==> src/ddcc_defines.svh <==
// Constants for the downconverter channel one configuration decode.
// Assumes inclusion by bare name from the package and the design files.
`ifndef DDCC_DEFINES_SVH
`define DDCC_DEFINES_SVH
`define DDCC_ADDR_W 12
`define DDCC_OFF_CONTROL 12'h330
`define DDCC_OFF_INSEL 12'h331
`define DDCC_RST_CONTROL 8'h00
`define DDCC_RST_INSEL 8'h05
`define DDCC_BIT_MIXER 7
`define DDCC_BIT_GAIN 6
`define DDCC_IFM_HI 5
`define DDCC_IFM_LO 4
`define DDCC_BIT_C2R 3
`define DDCC_DEC_HI 2
`define DDCC_DEC_LO 0
`define DDCC_EXT_HI 7
`define DDCC_EXT_LO 4
`define DDCC_BIT_QSEL 2
`define DDCC_BIT_RSVD 3
`define DDCC_BIT_ISEL 0
`define DDCC_INSEL_WMASK 8'hF5
`define DDCC_DEC_EXTENDED 3'h7
`define DDCC_BUF_DEPTH 2
`endif

==> src/ddcc_pkg.sv <==
// Types for the downconverter channel one configuration decode.
// Assumes the defines header sits in the same folder.
`include "ddcc_defines.svh"
package ddcc_pkg;
    typedef enum logic [1:0] {
        DDCC_IF_VARIABLE = 2'h0,
        DDCC_IF_ZERO = 2'h1,
        DDCC_IF_QUARTER = 2'h2,
        DDCC_IF_TEST = 2'h3
    } ddcc_if_mode_t;
endpackage : ddcc_pkg

==> src/ddcc_decode.sv <==
// Configuration registers and decode of downconverter channel one.
// Assumes synchronous register strobes and sample inputs on sys_clk.
//
// The address-and-strobe port was decided locally.
`timescale 1ns/1ps
`include "ddcc_defines.svh"
module ddcc_decode #(
    parameter int SAMPLE_W = 14
) (
    input wire logic sys_clk,
    input wire logic rst,
    input wire logic [`DDCC_ADDR_W-1:0] reg_addr,
    input wire logic [7:0] reg_wdata,
    input wire logic reg_wr,
    input wire logic reg_rd,
    output logic [7:0] reg_rdata,
    input wire logic [SAMPLE_W-1:0] chan_a,
    input wire logic [SAMPLE_W-1:0] chan_b,
    input wire logic sample_valid,
    output logic sample_ready,
    output logic [SAMPLE_W-1:0] path_i,
    output logic [SAMPLE_W-1:0] path_q,
    output logic path_valid,
    input wire logic path_ready,
    output logic mixer_complex,
    output logic gain_double,
    output ddcc_pkg::ddcc_if_mode_t if_mode,
    output logic real_output,
    output logic [8:0] stage_enable,
    output logic [5:0] decim_factor,
    output logic decim_invalid
);
    import ddcc_pkg::*;

    // ------------------------------------------------------------
    // State
    // ------------------------------------------------------------
    // Stage bits: 0..3 half-band first..fourth, 4 thirdband first,
    // 5 thirdband second, 6 fifthband, 7..8 spare zero.
    typedef struct packed {
        logic [7:0] ctrl;
        logic [7:0] insel;
        logic [7:0] rdata;
        logic mixer;
        logic gain;
        logic [1:0] ifm;
        logic c2r;
        logic [8:0] stages;
        logic [5:0] factor;
        logic invalid;
    } ddcc_state_t;

    ddcc_state_t st;
    ddcc_state_t next_st;
    logic [2*SAMPLE_W-1:0] buf_out;
    logic buf_valid;
    logic buf_in_ready;
    logic [2*SAMPLE_W-1:0] sel_pair;
    logic [8:0] dec_stages;
    logic [5:0] dec_real;
    logic dec_bad;

    // ------------------------------------------------------------
    // Filter chain decode
    // ------------------------------------------------------------
    always_comb begin
        dec_stages = 9'h000;
        dec_real = 6'h00;
        dec_bad = 1'b0;
        if (st.ctrl[`DDCC_DEC_HI:`DDCC_DEC_LO] != `DDCC_DEC_EXTENDED) begin
            unique case (st.ctrl[`DDCC_DEC_HI:`DDCC_DEC_LO])
                3'h0: begin dec_stages = 9'h003; dec_real = 6'h02; end
                3'h1: begin dec_stages = 9'h007; dec_real = 6'h04; end
                3'h2: begin dec_stages = 9'h00F; dec_real = 6'h08; end
                3'h3: begin dec_stages = 9'h001; dec_real = 6'h01; end
                3'h4: begin dec_stages = 9'h021; dec_real = 6'h03; end
                3'h5: begin dec_stages = 9'h023; dec_real = 6'h06; end
                default: begin dec_stages = 9'h027; dec_real = 6'h0C; end
            endcase
        end else begin
            // Extended field consulted here and again in the factor select below
            case (st.insel[`DDCC_EXT_HI:`DDCC_EXT_LO])
                4'h0: begin dec_stages = 9'h02F; dec_real = 6'h18; end
                4'h2: begin dec_stages = 9'h041; dec_real = 6'h05; end
                4'h3: begin dec_stages = 9'h043; dec_real = 6'h0A; end
                4'h4: begin dec_stages = 9'h047; dec_real = 6'h14; end
                4'h7: begin dec_stages = 9'h010; dec_real = 6'h00; end
                4'h8: begin dec_stages = 9'h050; dec_real = 6'h00; end
                4'h9: begin dec_stages = 9'h052; dec_real = 6'h00; end
                default: dec_bad = 1'b1;
            endcase
        end
    end

    // ------------------------------------------------------------
    // Register file and next state
    // ------------------------------------------------------------
    always_comb begin
        next_st = st;
        next_st.rdata = 8'h00;
        if (reg_wr && reg_addr == `DDCC_OFF_CONTROL) begin
            next_st.ctrl = reg_wdata;
        end
        if (reg_wr && reg_addr == `DDCC_OFF_INSEL) begin
            next_st.insel = reg_wdata & `DDCC_INSEL_WMASK;
        end
        if (reg_rd) begin
            unique case (reg_addr)
                `DDCC_OFF_CONTROL: next_st.rdata = st.ctrl;
                `DDCC_OFF_INSEL: next_st.rdata = st.insel & `DDCC_INSEL_WMASK;
                default: next_st.rdata = 8'h00;
            endcase
        end
        next_st.mixer = st.ctrl[`DDCC_BIT_MIXER];
        next_st.gain = st.ctrl[`DDCC_BIT_GAIN];
        next_st.ifm = st.ctrl[`DDCC_IFM_HI:`DDCC_IFM_LO];
        next_st.c2r = st.ctrl[`DDCC_BIT_C2R];
        next_st.stages = dec_stages;
        next_st.invalid = dec_bad
            || (dec_real == 6'h00 && !dec_bad && st.ctrl[`DDCC_BIT_C2R]);
        if (dec_real == 6'h00) begin
            // First third-band chains: complex factor is 3, 15 or 30
            unique case (st.insel[`DDCC_EXT_HI:`DDCC_EXT_LO])
                4'h7: next_st.factor = 6'h03;
                4'h8: next_st.factor = 6'h0F;
                4'h9: next_st.factor = 6'h1E;
                default: next_st.factor = 6'h00;
            endcase
        end else if (st.ctrl[`DDCC_BIT_C2R]) begin
            next_st.factor = dec_real;
        end else begin
            next_st.factor = {dec_real[4:0], 1'b0};
        end
    end

    always_ff @(posedge sys_clk or posedge rst) begin
        if (rst) begin
            st <= '0;
            st.ctrl <= `DDCC_RST_CONTROL;
            st.insel <= `DDCC_RST_INSEL;
        end else begin
            st <= next_st;
        end
    end

    // ------------------------------------------------------------
    // Channel routing and buffer
    // ------------------------------------------------------------
    assign sel_pair[2*SAMPLE_W-1:SAMPLE_W] = st.insel[`DDCC_BIT_ISEL] ? chan_b : chan_a;
    assign sel_pair[SAMPLE_W-1:0] = st.insel[`DDCC_BIT_QSEL] ? chan_b : chan_a;

    ddcc_skid #(
        .WIDTH(2*SAMPLE_W)
    ) u_skid (
        .sys_clk(sys_clk),
        .rst(rst),
        .in_data(sel_pair),
        .in_valid(sample_valid),
        .in_ready(buf_in_ready),
        .out_data(buf_out),
        .out_valid(buf_valid),
        .out_ready(path_ready)
    );

    assign sample_ready = buf_in_ready;
    assign path_i = buf_out[2*SAMPLE_W-1:SAMPLE_W];
    assign path_q = buf_out[SAMPLE_W-1:0];
    assign path_valid = buf_valid;
    assign reg_rdata = st.rdata;
    assign mixer_complex = st.mixer;
    assign gain_double = st.gain;
    assign if_mode = ddcc_if_mode_t'(st.ifm);
    assign real_output = st.c2r;
    assign stage_enable = st.stages;
    assign decim_factor = st.factor;
    assign decim_invalid = st.invalid;

    // ------------------------------------------------------------
    // Checks
    // ------------------------------------------------------------
    property p_mixer;
        @(posedge sys_clk) disable iff (rst)
        reg_wr && reg_addr == `DDCC_OFF_CONTROL ##2 !$past(reg_wr)
            |-> mixer_complex == $past(reg_wdata[`DDCC_BIT_MIXER], 2);
    endproperty
    a_mixer: assert property (p_mixer) else $error("mixer select wrong");

    property p_gain;
        @(posedge sys_clk) disable iff (rst)
        reg_wr && reg_addr == `DDCC_OFF_CONTROL ##2 !$past(reg_wr)
            |-> gain_double == $past(reg_wdata[`DDCC_BIT_GAIN], 2);
    endproperty
    a_gain: assert property (p_gain) else $error("gain select wrong");

    property p_ifm;
        @(posedge sys_clk) disable iff (rst)
        !$past(rst) |-> if_mode == ddcc_if_mode_t'($past(st.ctrl[5:4]));
    endproperty
    a_ifm: assert property (p_ifm) else $error("if mode wrong");

    property p_c2r;
        @(posedge sys_clk) disable iff (rst)
        st.ctrl[2:0] == 3'h2 |=>
            decim_factor == ($past(st.ctrl[3]) ? 6'h08 : 6'h10);
    endproperty
    a_c2r: assert property (p_c2r) else $error("factor for code 2 wrong");

    property p_tb2;
        @(posedge sys_clk) disable iff (rst)
        st.ctrl[2:0] == 3'h6 |=> stage_enable == 9'h027;
    endproperty
    a_tb2: assert property (p_tb2) else $error("third-band chain wrong");

    property p_ext_ignored;
        @(posedge sys_clk) disable iff (rst)
        st.ctrl[2:0] != 3'h7 |=> !decim_invalid;
    endproperty
    a_ext_ignored: assert property (p_ext_ignored) else $error("extended leak");

    property p_ext48;
        @(posedge sys_clk) disable iff (rst)
        st.ctrl[3:0] == 4'h7 && st.insel[7:4] == 4'h0
            |=> decim_factor == 6'h30;
    endproperty
    a_ext48: assert property (p_ext48) else $error("decimate 48 wrong");

    property p_ext40;
        @(posedge sys_clk) disable iff (rst)
        st.ctrl[3:0] == 4'h7 && st.insel[7:4] == 4'h4
            |=> decim_factor == 6'h28;
    endproperty
    a_ext40: assert property (p_ext40) else $error("decimate 40 wrong");

    property p_ext30;
        @(posedge sys_clk) disable iff (rst)
        st.ctrl[2:0] == 3'h7 && st.insel[7:4] == 4'h9
            |=> decim_factor == 6'h1E;
    endproperty
    a_ext30: assert property (p_ext30) else $error("decimate 30 wrong");

    property p_rsvd;
        @(posedge sys_clk) disable iff (rst)
        reg_rd && reg_addr == `DDCC_OFF_INSEL |=> !reg_rdata[`DDCC_BIT_RSVD];
    endproperty
    a_rsvd: assert property (p_rsvd) else $error("reserved bit set");

    property p_route;
        @(posedge sys_clk) disable iff (rst)
        sample_valid && sample_ready && path_valid && !path_ready
            && $stable(st.insel) |=> path_valid;
    endproperty
    a_route: assert property (p_route) else $error("buffered word lost");

    property p_route_i;
        @(posedge sys_clk) disable iff (rst)
        sample_valid && sample_ready && !path_valid && st.insel[0]
            |=> path_i == $past(chan_b);
    endproperty
    a_route_i: assert property (p_route_i) else $error("I path not from channel B");

    property p_route_q;
        @(posedge sys_clk) disable iff (rst)
        sample_valid && sample_ready && !path_valid && !st.insel[2]
            |=> path_q == $past(chan_a);
    endproperty
    a_route_q: assert property (p_route_q) else $error("Q path not from channel A");

    property p_hb1_only;
        @(posedge sys_clk) disable iff (rst)
        st.ctrl[2:0] == 3'h3 |=> stage_enable == 9'h001;
    endproperty
    a_hb1_only: assert property (p_hb1_only) else $error("single half-band wrong");

    property p_fifth10;
        @(posedge sys_clk) disable iff (rst)
        st.ctrl[3:0] == 4'h7 && st.insel[7:4] == 4'h2
            |=> decim_factor == 6'h0A && stage_enable == 9'h041;
    endproperty
    a_fifth10: assert property (p_fifth10) else $error("decimate 10 wrong");

    property p_third_real;
        @(posedge sys_clk) disable iff (rst)
        st.ctrl[3:0] == 4'hC |=> decim_factor == 6'h03;
    endproperty
    a_third_real: assert property (p_third_real) else $error("real decimate 3 wrong");

    property p_half_real;
        @(posedge sys_clk) disable iff (rst)
        st.ctrl[3:0] == 4'hF && st.insel[7:4] == 4'h8
            |=> decim_invalid && decim_factor == 6'h0F;
    endproperty
    a_half_real: assert property (p_half_real) else $error("half-rate real accepted");

    c_ext: cover property (@(posedge sys_clk) st.ctrl[2:0] == 3'h7 && decim_invalid);
    c_stall: cover property (@(posedge sys_clk) !sample_ready);
    c_read: cover property (@(posedge sys_clk) reg_rd ##1 reg_rdata != 8'h00);
    c_real_ok: cover property (@(posedge sys_clk) real_output && !decim_invalid);
    c_pop: cover property (@(posedge sys_clk) path_valid && path_ready && !sample_ready);
endmodule : ddcc_decode

==> src/ddcc_skid.sv <==
// Two-entry valid/ready buffer for the selected sample pair.
// Assumes one clock and an asynchronous active-high reset.
`timescale 1ns/1ps
module ddcc_skid #(
    parameter int WIDTH = 32
) (
    input wire logic sys_clk,
    input wire logic rst,
    input wire logic [WIDTH-1:0] in_data,
    input wire logic in_valid,
    output logic in_ready,
    output logic [WIDTH-1:0] out_data,
    output logic out_valid,
    input wire logic out_ready
);
    typedef struct packed {
        logic [WIDTH-1:0] d0;
        logic [WIDTH-1:0] d1;
        logic [1:0] cnt;
    } ddcc_skid_state_t;

    ddcc_skid_state_t st;
    ddcc_skid_state_t next_st;
    logic push;
    logic pop;

    assign in_ready = (st.cnt != 2'h2);
    assign out_valid = (st.cnt != 2'h0);
    assign out_data = st.d0;
    assign push = in_valid && in_ready;
    assign pop = out_valid && out_ready;

    always_comb begin
        next_st = st;
        if (pop) begin
            next_st.d0 = st.d1;
        end
        if (push) begin
            if (st.cnt == 2'h0 || (st.cnt == 2'h1 && pop)) begin
                next_st.d0 = in_data;
            end else begin
                next_st.d1 = in_data;
            end
        end
        next_st.cnt = st.cnt + {1'b0, push} - {1'b0, pop};
    end

    always_ff @(posedge sys_clk or posedge rst) begin
        if (rst) begin
            st <= '0;
        end else begin
            st <= next_st;
        end
    end
endmodule : ddcc_skid

==> config.mk <==
export PLATFORM = sky130hd
export DESIGN_NAME = ddcc_decode
export DESIGN_NICKNAME = d
export VERILOG_FILES = /design/src/ddcc_pkg.sv /design/src/ddcc_decode.sv /design/src/ddcc_skid.sv
export VERILOG_INCLUDE_DIRS = /design/src
export SDC_FILE = /design/constraint.sdc
export NUM_CORES = 1
export LEC_CHECK = 0
export BUFFER_PORTS_ARGS = -buffer_cell sky130_fd_sc_hd__buf_2
export CAP_MARGIN = 10
export CORE_MARGIN = 3
export CORE_UTILIZATION = 49
export DETAILED_ROUTE_END_ITERATION = 10
export HOLD_SLACK_MARGIN = 0.03
export PLACE_DENSITY_LB_ADDON = 0.15
export SYNTH_ARGS = -nofsm -noshare
export SYNTH_HDL_FRONTEND = slang
export SYNTH_SLANG_ARGS = --single-unit
==> constraint.sdc <==
create_clock -name sys_clk -period 3.23 [get_ports sys_clk]
set_input_delay 0.4845 -clock sys_clk [delete_from_list [all_inputs] [get_ports sys_clk]]
set_output_delay 0.4845 -clock sys_clk [all_outputs]
set_load 0.01 [all_outputs]
# == Word level (Yosys, flattened, before mapping) ==
# Cells that the tools add are included.
# classes
n_addsub,2
n_eq_ne,16
n_mux,19
bitwise_logic,1
reduce_logical,17
# op_table
cell,n
$mux W28,3
$mux W56,1
$pmux W7 S7,1
$pmux W6 S6,1
$mux W14,2
$eq A12 B10 Y1 const B,2
$pmux W4 S6,1
$pmux W5 S4,1
$mux W6,3
$pmux W8 S2,1
$pmux W5 S3,1
$mux W9,1
$eq A4 B2 Y1 const B,2
$eq A4 B3 Y1 const B,2
$eq A4 B4 Y1 const B,2
$mux W8,1
$logic_and A1 B1 Y1,7
$reduce_or A7 Y1,1
$eq A3 B2 Y1 const B,2
$eq A3 B3 Y1 const B,2
$logic_not A6 Y1,1
$logic_not A4 Y1,1
$eq A3 B1 Y1 const B,1
$logic_not A3 Y1,1
other kinds (12),14
# totals
register_bits,101
input_bits,54
wordCells,68

# == Depth between registers and ports, before layout ==
# Gate-level depths: netlist of run 1.
# logic_depth
depth_word,8
ltp_mapped,10
mapped_depth_nobuf,8

# == By module ==
# A second synthesis of run 1 with hierarchy kept.
# unflattened
hier_cells,405
hier_area_um2,5143.7
# modules_own_cells
mod,instances,cells_per_inst,area_each_um2,seq_area_each_um2
ddcc_skid,1,193,2781.4,1451.4
ddcc_decode,1,212,2362.3,1028.5

# == Worst setup path before layout of run 1 ==
# OpenSTA, ideal clock, no wires.
# synth_timing
path_type,flip-flop to flip-flop
startpoint,register u_skid.st[1] (netlist bit)
endpoint,register u_skid.st[1] (netlist bit)
arrival_ns,1.828
required_time_ns,3.106
path_slack_ns,1.278
path_stages_with_launch,11
n_path_buf,2
cell_sequence,dfrtp_1 -> or2_1 -> nand2_2 -> buf_6 -> buf_12 -> inv_1 -> ha_1 -> inv_1 -> ha_1 -> xnor2_1 -> xnor2_1
# synth_lines
item,line,source
start: declaration,ddcc_skid.sv:22,ddcc_skid_state_t st;
start signal: assignment,ddcc_skid.sv:52,st <= next_st;

==> results.yml, run 1 <==
status:
  outcome: "completed"
yosys:
  synth.mux.area_fraction_pct: 21.1
  syn_area_mm2: 0.00501
  ys_async_sr_fraction_pct: 100
  syn_area_per_cell_um2: 11.2
  yosysWarnings: 0
  ys_seq_area_share_pct: 49.5
  yosys.area_share.xor_xnor_pct: 0.874
  synth-simple-area-share_pct: 8.91
  synth-edff-count: 0
  synth_cell_types: 46
  ys_ff_latch: 99
  synthCells: 446
  synthAdderAreaFrac_pct: 0.499
  synth_compound_area_share_pct: 7.14
  synth_top_family_by_area: "multiplexers"
  ys.flop_type: "dfrtp_1"
timing:
  setup_viol: 0
  maxSlewHeadroom_pct: 61.2
  finalCritPeriodShare_pct: 58.3
  tns_ns: 0
  hold_viol: 0
  rsz0062_at_grt: "false"
  worst_pin_slew_ns: 0.583
  drv_slew: 0
  fin_skew_ns: 0.0109
  fin_crit_ns: 1.88
  max_freq_mhz: 531
  hold_ws_ns: 0.175
  setup_slack_ns: 1.35
floorplan:
  ios: 113
  dieWidth_um: 107
  dieHeight_um: 107
  design.die.area_mm2: 0.0115
  rows: 36
  coreArea_mm2: 0.00986
  start_util_pct: 50.8
place:
  dp_hpwl_um: 6570
  dp_slack_ns: 1.34
  port_buffers: 110
  post_dp_cell_area_mm2: 0.00523
  routabilityCongestion: 0.898
  dp_cells: 615
setup_path:
  worst_path_max_delay_cell: "dfrtp_1"
  r2r_setup_slack_ns: 1.35
  startpoint_type: "register"
  crit_path_max_fanout: 10
  ff2ff_path_depth: 8
  worst-path-buf-inv: 2
  arrival_ns: 2.17
  r2r-end: "u_skid.st[1]$_DFF_PP0_"
  slowest_delay_ns: 0.43
  path_cells: "or2_1 > nand2_2 > inv_1 > ha_1 > inv_1 > ha_1 > xnor2_1 > xnor2_1"
  reg2reg_from: "u_skid.st[1]$_DFF_PP0_"
  crit_path_end_kind: "register"
  crit_type: "register to register"
  crit_required_ns: 3.52
  critical-path-top-delay-family: "simple AND/OR/NAND/NOR gates"
cts:
  cts_setup_buffers: 0
  ctsRootBufferMaster: "clkbuf_8"
  worstSkewPairLatency_ns: 0.36
  postCtsResizedCells: 0
  ctsHtreeMaxLevel: 3
  cts_tree: "yes"
  clk_pin_slew_ns: 0.10
  cts_buffers: 9
  cts_sinks: 99
  clockBufferDepth: 2
  ctsHoldBuffers: 0
routing:
  routedLengthMet1_um: 4510
  routedWlPerCell_um: 15.2
  final_antenna_net_count: 0
  vias: 3194
  highest_layer: "met4"
  met3_length_um: 580
  drt-pass1-iter-count: 6
  viasPerCell: 5.06
  drt_iter0_drc: 127
  drt-total-wl_um: 9570
  met2_length_um: 4350
  post-route-drc-count: 0
finish:
  fin_util_pct: 54.7
  layout_common_cells: "110 x buf_2, 97 x dfrtp_1, 90 x mux2i_1"
  area_delta_synth_final_pct: 7.69
  drive_gt1_share_pct: 30.5
  final_common_cell: "buf_2"
  fin_nets: 549
  final_cell_area_mm2: 0.00540
  diodes: 0
  fillerInstances: 923
  final_cells: 631
pwr:
  seqPwrFrac_pct: 49.7
  power_leakage_nw: 2.77
  switching_share_pct: 33.6
  pwr-share-clk_pct: 19.5
  fin_total_pwr_mw: 3.59
  power_frac_comb_pct: 30.8
  vdd_drop_max_uv: 419
  p_switching_mw: 1.21
  internal_power_mw: 2.38
  power_density_mw_per_mm2: 665
global_route:
  grt_pass1_wl_um: 15600
  gr-total-overflow: 0
  antenna_found_initial: 0
  grt_max_degree: 57
  grt_usage_pct: 17.3
  grt_pass1_vias: 3172
min_path:
  hp-class: "input port to async pin"
job:
  maxCapViolations: 0
==> synth_stat cells, drive strengths merged, types with 3 or more instances <==
master,number,area share (%)
dfrtp,97,48
nor3,3,0.30
nand4,4,0.80
xnor2,5,0.87
buf,72,10
nand2,39,3.0
clkbuf,7,0.52
a21oi,10,1.0
o211ai,3,0.45
mux2i,90,18
nor2,19,1.9
inv,12,0.90
o21ai,34,3.4
mux2,14,3.1
o22ai,3,0.37
==> sequential cells by signal, indices dropped and copies added (netlist names) <==
register	cells
reg_rdata	8
decim_invalid	1
stage_enable	7
mixer_complex	1
real_output	1
u_skid.st	30
next_st	5
gain_double	1
if_mode	2
decim_factor	6
st	9
u_skid.out_data	28
==> worst max-delay path by stage <==
stage	startpoint	to	slack, ns	cells after the start
floorplan	rst	decim_factor[0]$_DFF_PP0_	0.16	1
global placement	u_skid.st[1]$_DFF_PP0_	u_skid.st[1]$_DFF_PP0_	1.38	8
detailed placement	u_skid.st[1]$_DFF_PP0_	u_skid.st[1]$_DFF_PP0_	1.34	8
CTS	u_skid.st[1]$_DFF_PP0_	u_skid.st[1]$_DFF_PP0_	1.32	8
global route	u_skid.st[1]$_DFF_PP0_	u_skid.st[1]$_DFF_PP0_	1.18	8
finish	u_skid.st[1]$_DFF_PP0_	u_skid.st[1]$_DFF_PP0_	1.35	8
==> cells by family (layout without fill, tap and decap cells) <==
kind of cell / after synthesis / after routing
buffers and inverters: 91 / 142
adder cells (fa/ha/maj): 2 / 2
XOR/XNOR: 5 / 5
flip-flops: 99 / 99
AND/OR/NAND/NOR: 82 / 82
other: 1 / 2
AO/OA/AOI/OAI: 62 / 62
multiplexers: 104 / 104
==> cell type report <==
class                   count  area, um2  area share [%]
multi-input cells         257       1940            35.9
flip-flops and latches     99       2480            46.0
clock inverters             6       42.5           0.788
clock buffers              10        128            2.36
repair buffers            114        593            11.0
inverters                  12       47.5           0.881
well taps                 133        166            3.08
==> layer usage <==
metal | global-route usage (%) | vias up
li1 | - | 1569
met1 | 24.3 | 1518
met2 | 26.8 | 97
met3 | 3.55 | 10
met4 | 5.48 | 0
met5 | 0 | -
==> power by group through the flow <==
stage	Combinational, mW	Sequential [mW]	Clock [mW]
after global placement	1.10	1.81	0
after floorplan	1.05	1.76	0
final	1.11	1.78	0.700
after CTS	1.13	1.79	0.732
after global routing	1.26	1.84	0.776
after detailed placement	1.13	1.82	0
(Power assumes the default switching activity.)
==> inputs of run 2 (changes only) <==
ABC_AREA = 1   (was unset)
CORE_UTILIZATION = 50   (was 49)
clock period = 1.79 ns   (was 3.23 ns; I/O delays follow)
==> results.yml, run 2 <==
yosys:
  netlist.area_leader.share_pct: 47.1
  synth_commonest_cells: "183 x nand2_1, 97 x dfrtp_1, 78 x o21ai_0"
  synthCells: 627
  syn_area_mm2: 0.00515
  yosysWarnings: 0
  ys.flop_type: "dfrtp_1"
  syn_area_per_cell_um2: 8.22
  synth.most_common_cell: "nand2_1"
  synthTopCellsByArea: "dfrtp_1 47%, nand2_1 13%, buf_4 8.4%"
  synth_cell_types: 30
  synth-edff-count: 0
  ys_ff_latch: 99
  ys_async_sr_fraction_pct: 100
  synth_area_leader_cell: "dfrtp_1"
  ys_seq_area_share_pct: 48.1
min_path:
  hp-class: "input port to register"
finish:
  area_delta_synth_final_pct: 10.4
  diodes: 0
  max_flop_register: "u_skid.st"
  final_cell_area_mm2: 0.00569
  fin_nets: 736
  drive_gt1_share_pct: 25.6
  final_common_cell: "nand2_1"
  fillerInstances: 935
  fin_util_pct: 57.4
  largest_reg_flops: 30
  layout_common_cells: "183 x nand2_1, 110 x buf_2, 97 x dfrtp_1"
cts:
  worstSkewPairLatency_ns: 0.35
  cts_tree: "yes"
  clk_pin_slew_ns: 0.09
  ctsRootBufferMaster: "clkbuf_8"
  cts_buffers: 9
  postCtsResizedCells: 0
  cts_setup_buffers: 0
  cts_sinks: 99
  ctsHoldBuffers: 1
  clockBufferDepth: 2
  ctsHtreeMaxLevel: 3
setup_path:
  path_cells: "inv_2 > nand2_4 > nand2_4 > inv_2 > ha_4 > inv_2 > ha_4 > xnor2_2 > xor2_1"
  crit_required_ns: 2.07
  crit_type: "register to register"
  startpoint_type: "register"
  cp_common_cell: "inv_2"
  crit_path_max_fanout: 10
  crit_path_end_kind: "register"
  worst_path_max_delay_cell: "dfrtp_1"
  slowest_delay_ns: 0.41
  arrival_ns: 1.94
  critical-path-top-delay-family: "adder cells"
  worst-path-buf-inv: 3
pwr:
  vdd_drop_max_uv: 516
  power_leakage_nw: 2.92
  fin_total_pwr_mw: 7.30
  power_density_mw_per_mm2: 1280
routing:
  drt-pass1-iter-count: 4
  viasPerCell: 5.02
  final_antenna_net_count: 0
  vias: 4100
  routedWlPerCell_um: 13.7
  drt_iter0_drc: 183
  post-route-drc-count: 0
  drt-total-wl_um: 11200
global_route:
  grt_pass1_wl_um: 18700
  grt_max_degree: 65
  antenna_found_initial: 0
  grt_usage_pct: 20.2
  grt_pass1_vias: 3985
  gr-total-overflow: 0
timing:
  max_freq_mhz: 601
  hold_viol: 0
  drv_slew: 0
  fin_skew_ns: 0.0104
  setup_viol: 0
  fin_crit_ns: 1.66
  rsz0062_at_grt: "false"
  hold_ws_ns: 0.162
  finalCritPeriodShare_pct: 92.9
floorplan:
  dieHeight_um: 108
  design.die.area_mm2: 0.0116
  dieWidth_um: 108
  ios: 113
  rows: 36
  start_util_pct: 52.0
  coreArea_mm2: 0.00991
job:
  maxCapViolations: 0
place:
  port_buffers: 110
  dp_hpwl_um: 8120
  post_dp_cell_area_mm2: 0.00547
  routabilityCongestion: 0.834
status:
  outcome: "completed"
## run 2: path summary, 6_finish.rpt
kind / cells past startpoint / slack, ns / endpoint / start
worst max-delay path: 9 / 0.13 / u_skid.st[1]$_DFF_PP0_ / u_skid.st[1]$_DFF_PP0_
worst min-delay path: 3 / 0.16 / st[31]$_DFFE_PP1P_ / reg_wdata[2]
worst max register to register: 9 / 0.13 / u_skid.st[1]$_DFF_PP0_ / u_skid.st[1]$_DFF_PP0_
worst min register to register: 0 / 0.41 / gain_double$_DFF_PP0_ / next_st[19]$_DFFE_PP0P_
max in group asynchronous: 4 / 0.91 / st[31]$_DFFE_PP1P_ / rst
min in group asynchronous: 4 / 0.52 / u_skid.st[0]$_DFF_PP0_ / rst
## run 2: metrics by stage
step	setup slack, ns	cells	setup TNS (ns)
after floorplan	-0.00262	628	-0.00262
after global placement	0.215	801	0
after detailed placement	0.142	801	0
after CTS	0.121	817	0
after global routing	0.0781	817	0
final	0.126	817	0
## run 2: worst register-to-register path, delay by kind of cell, from the launching register on
kind,cells,cell delay [ns]
xor+xnor,2,0.33
simple gates,2,0.22
buf+inv,3,0.21
fa+ha+maj,2,0.41
flops,1,0.41
## run 2: cells by family (layout without fill, tap and decap cells)
group	count (synthesis)	count (layout)	share of synthesized area [%]
compound gates	117	117	12.2
xor+xnor	2	2	0.340
fa+ha+maj	2	2	0.485
buf+inv	140	196	16.0
flops	99	99	48.1
other cells	1	2	0.0728
simple gates	266	266	22.8
## run 2: power breakdown
part | switching (mW) | total (mW) | internal [mW]
sequential | 0.294 | 3.20 | 2.90
clock | 0.742 | 1.53 | 0.784
combinational | 1.58 | 2.58 | 0.998
## run 2: metal layers
layer  wire length (um)  vias up  track usage [%]  part of all wire, %
met4                116        0             6.67                  1.0
met1               4920     1924             26.4                   44
met3                572       10             2.82                  5.1
met2               5620      108             34.5                   50
li1                   -     2058                -                    -
met5                  0        -                0                    0
## run 2: layout make-up
type                    instances  area, um2  area share [%]
inverters                      54        206            3.63
well taps                     133        166            2.92
repair buffers                127        743            13.1
clock inverters                 4       76.3            1.34
multi-input cells             389       1890            33.2
flip-flops and latches         99       2480            43.6
clock buffers                  11        131            2.31
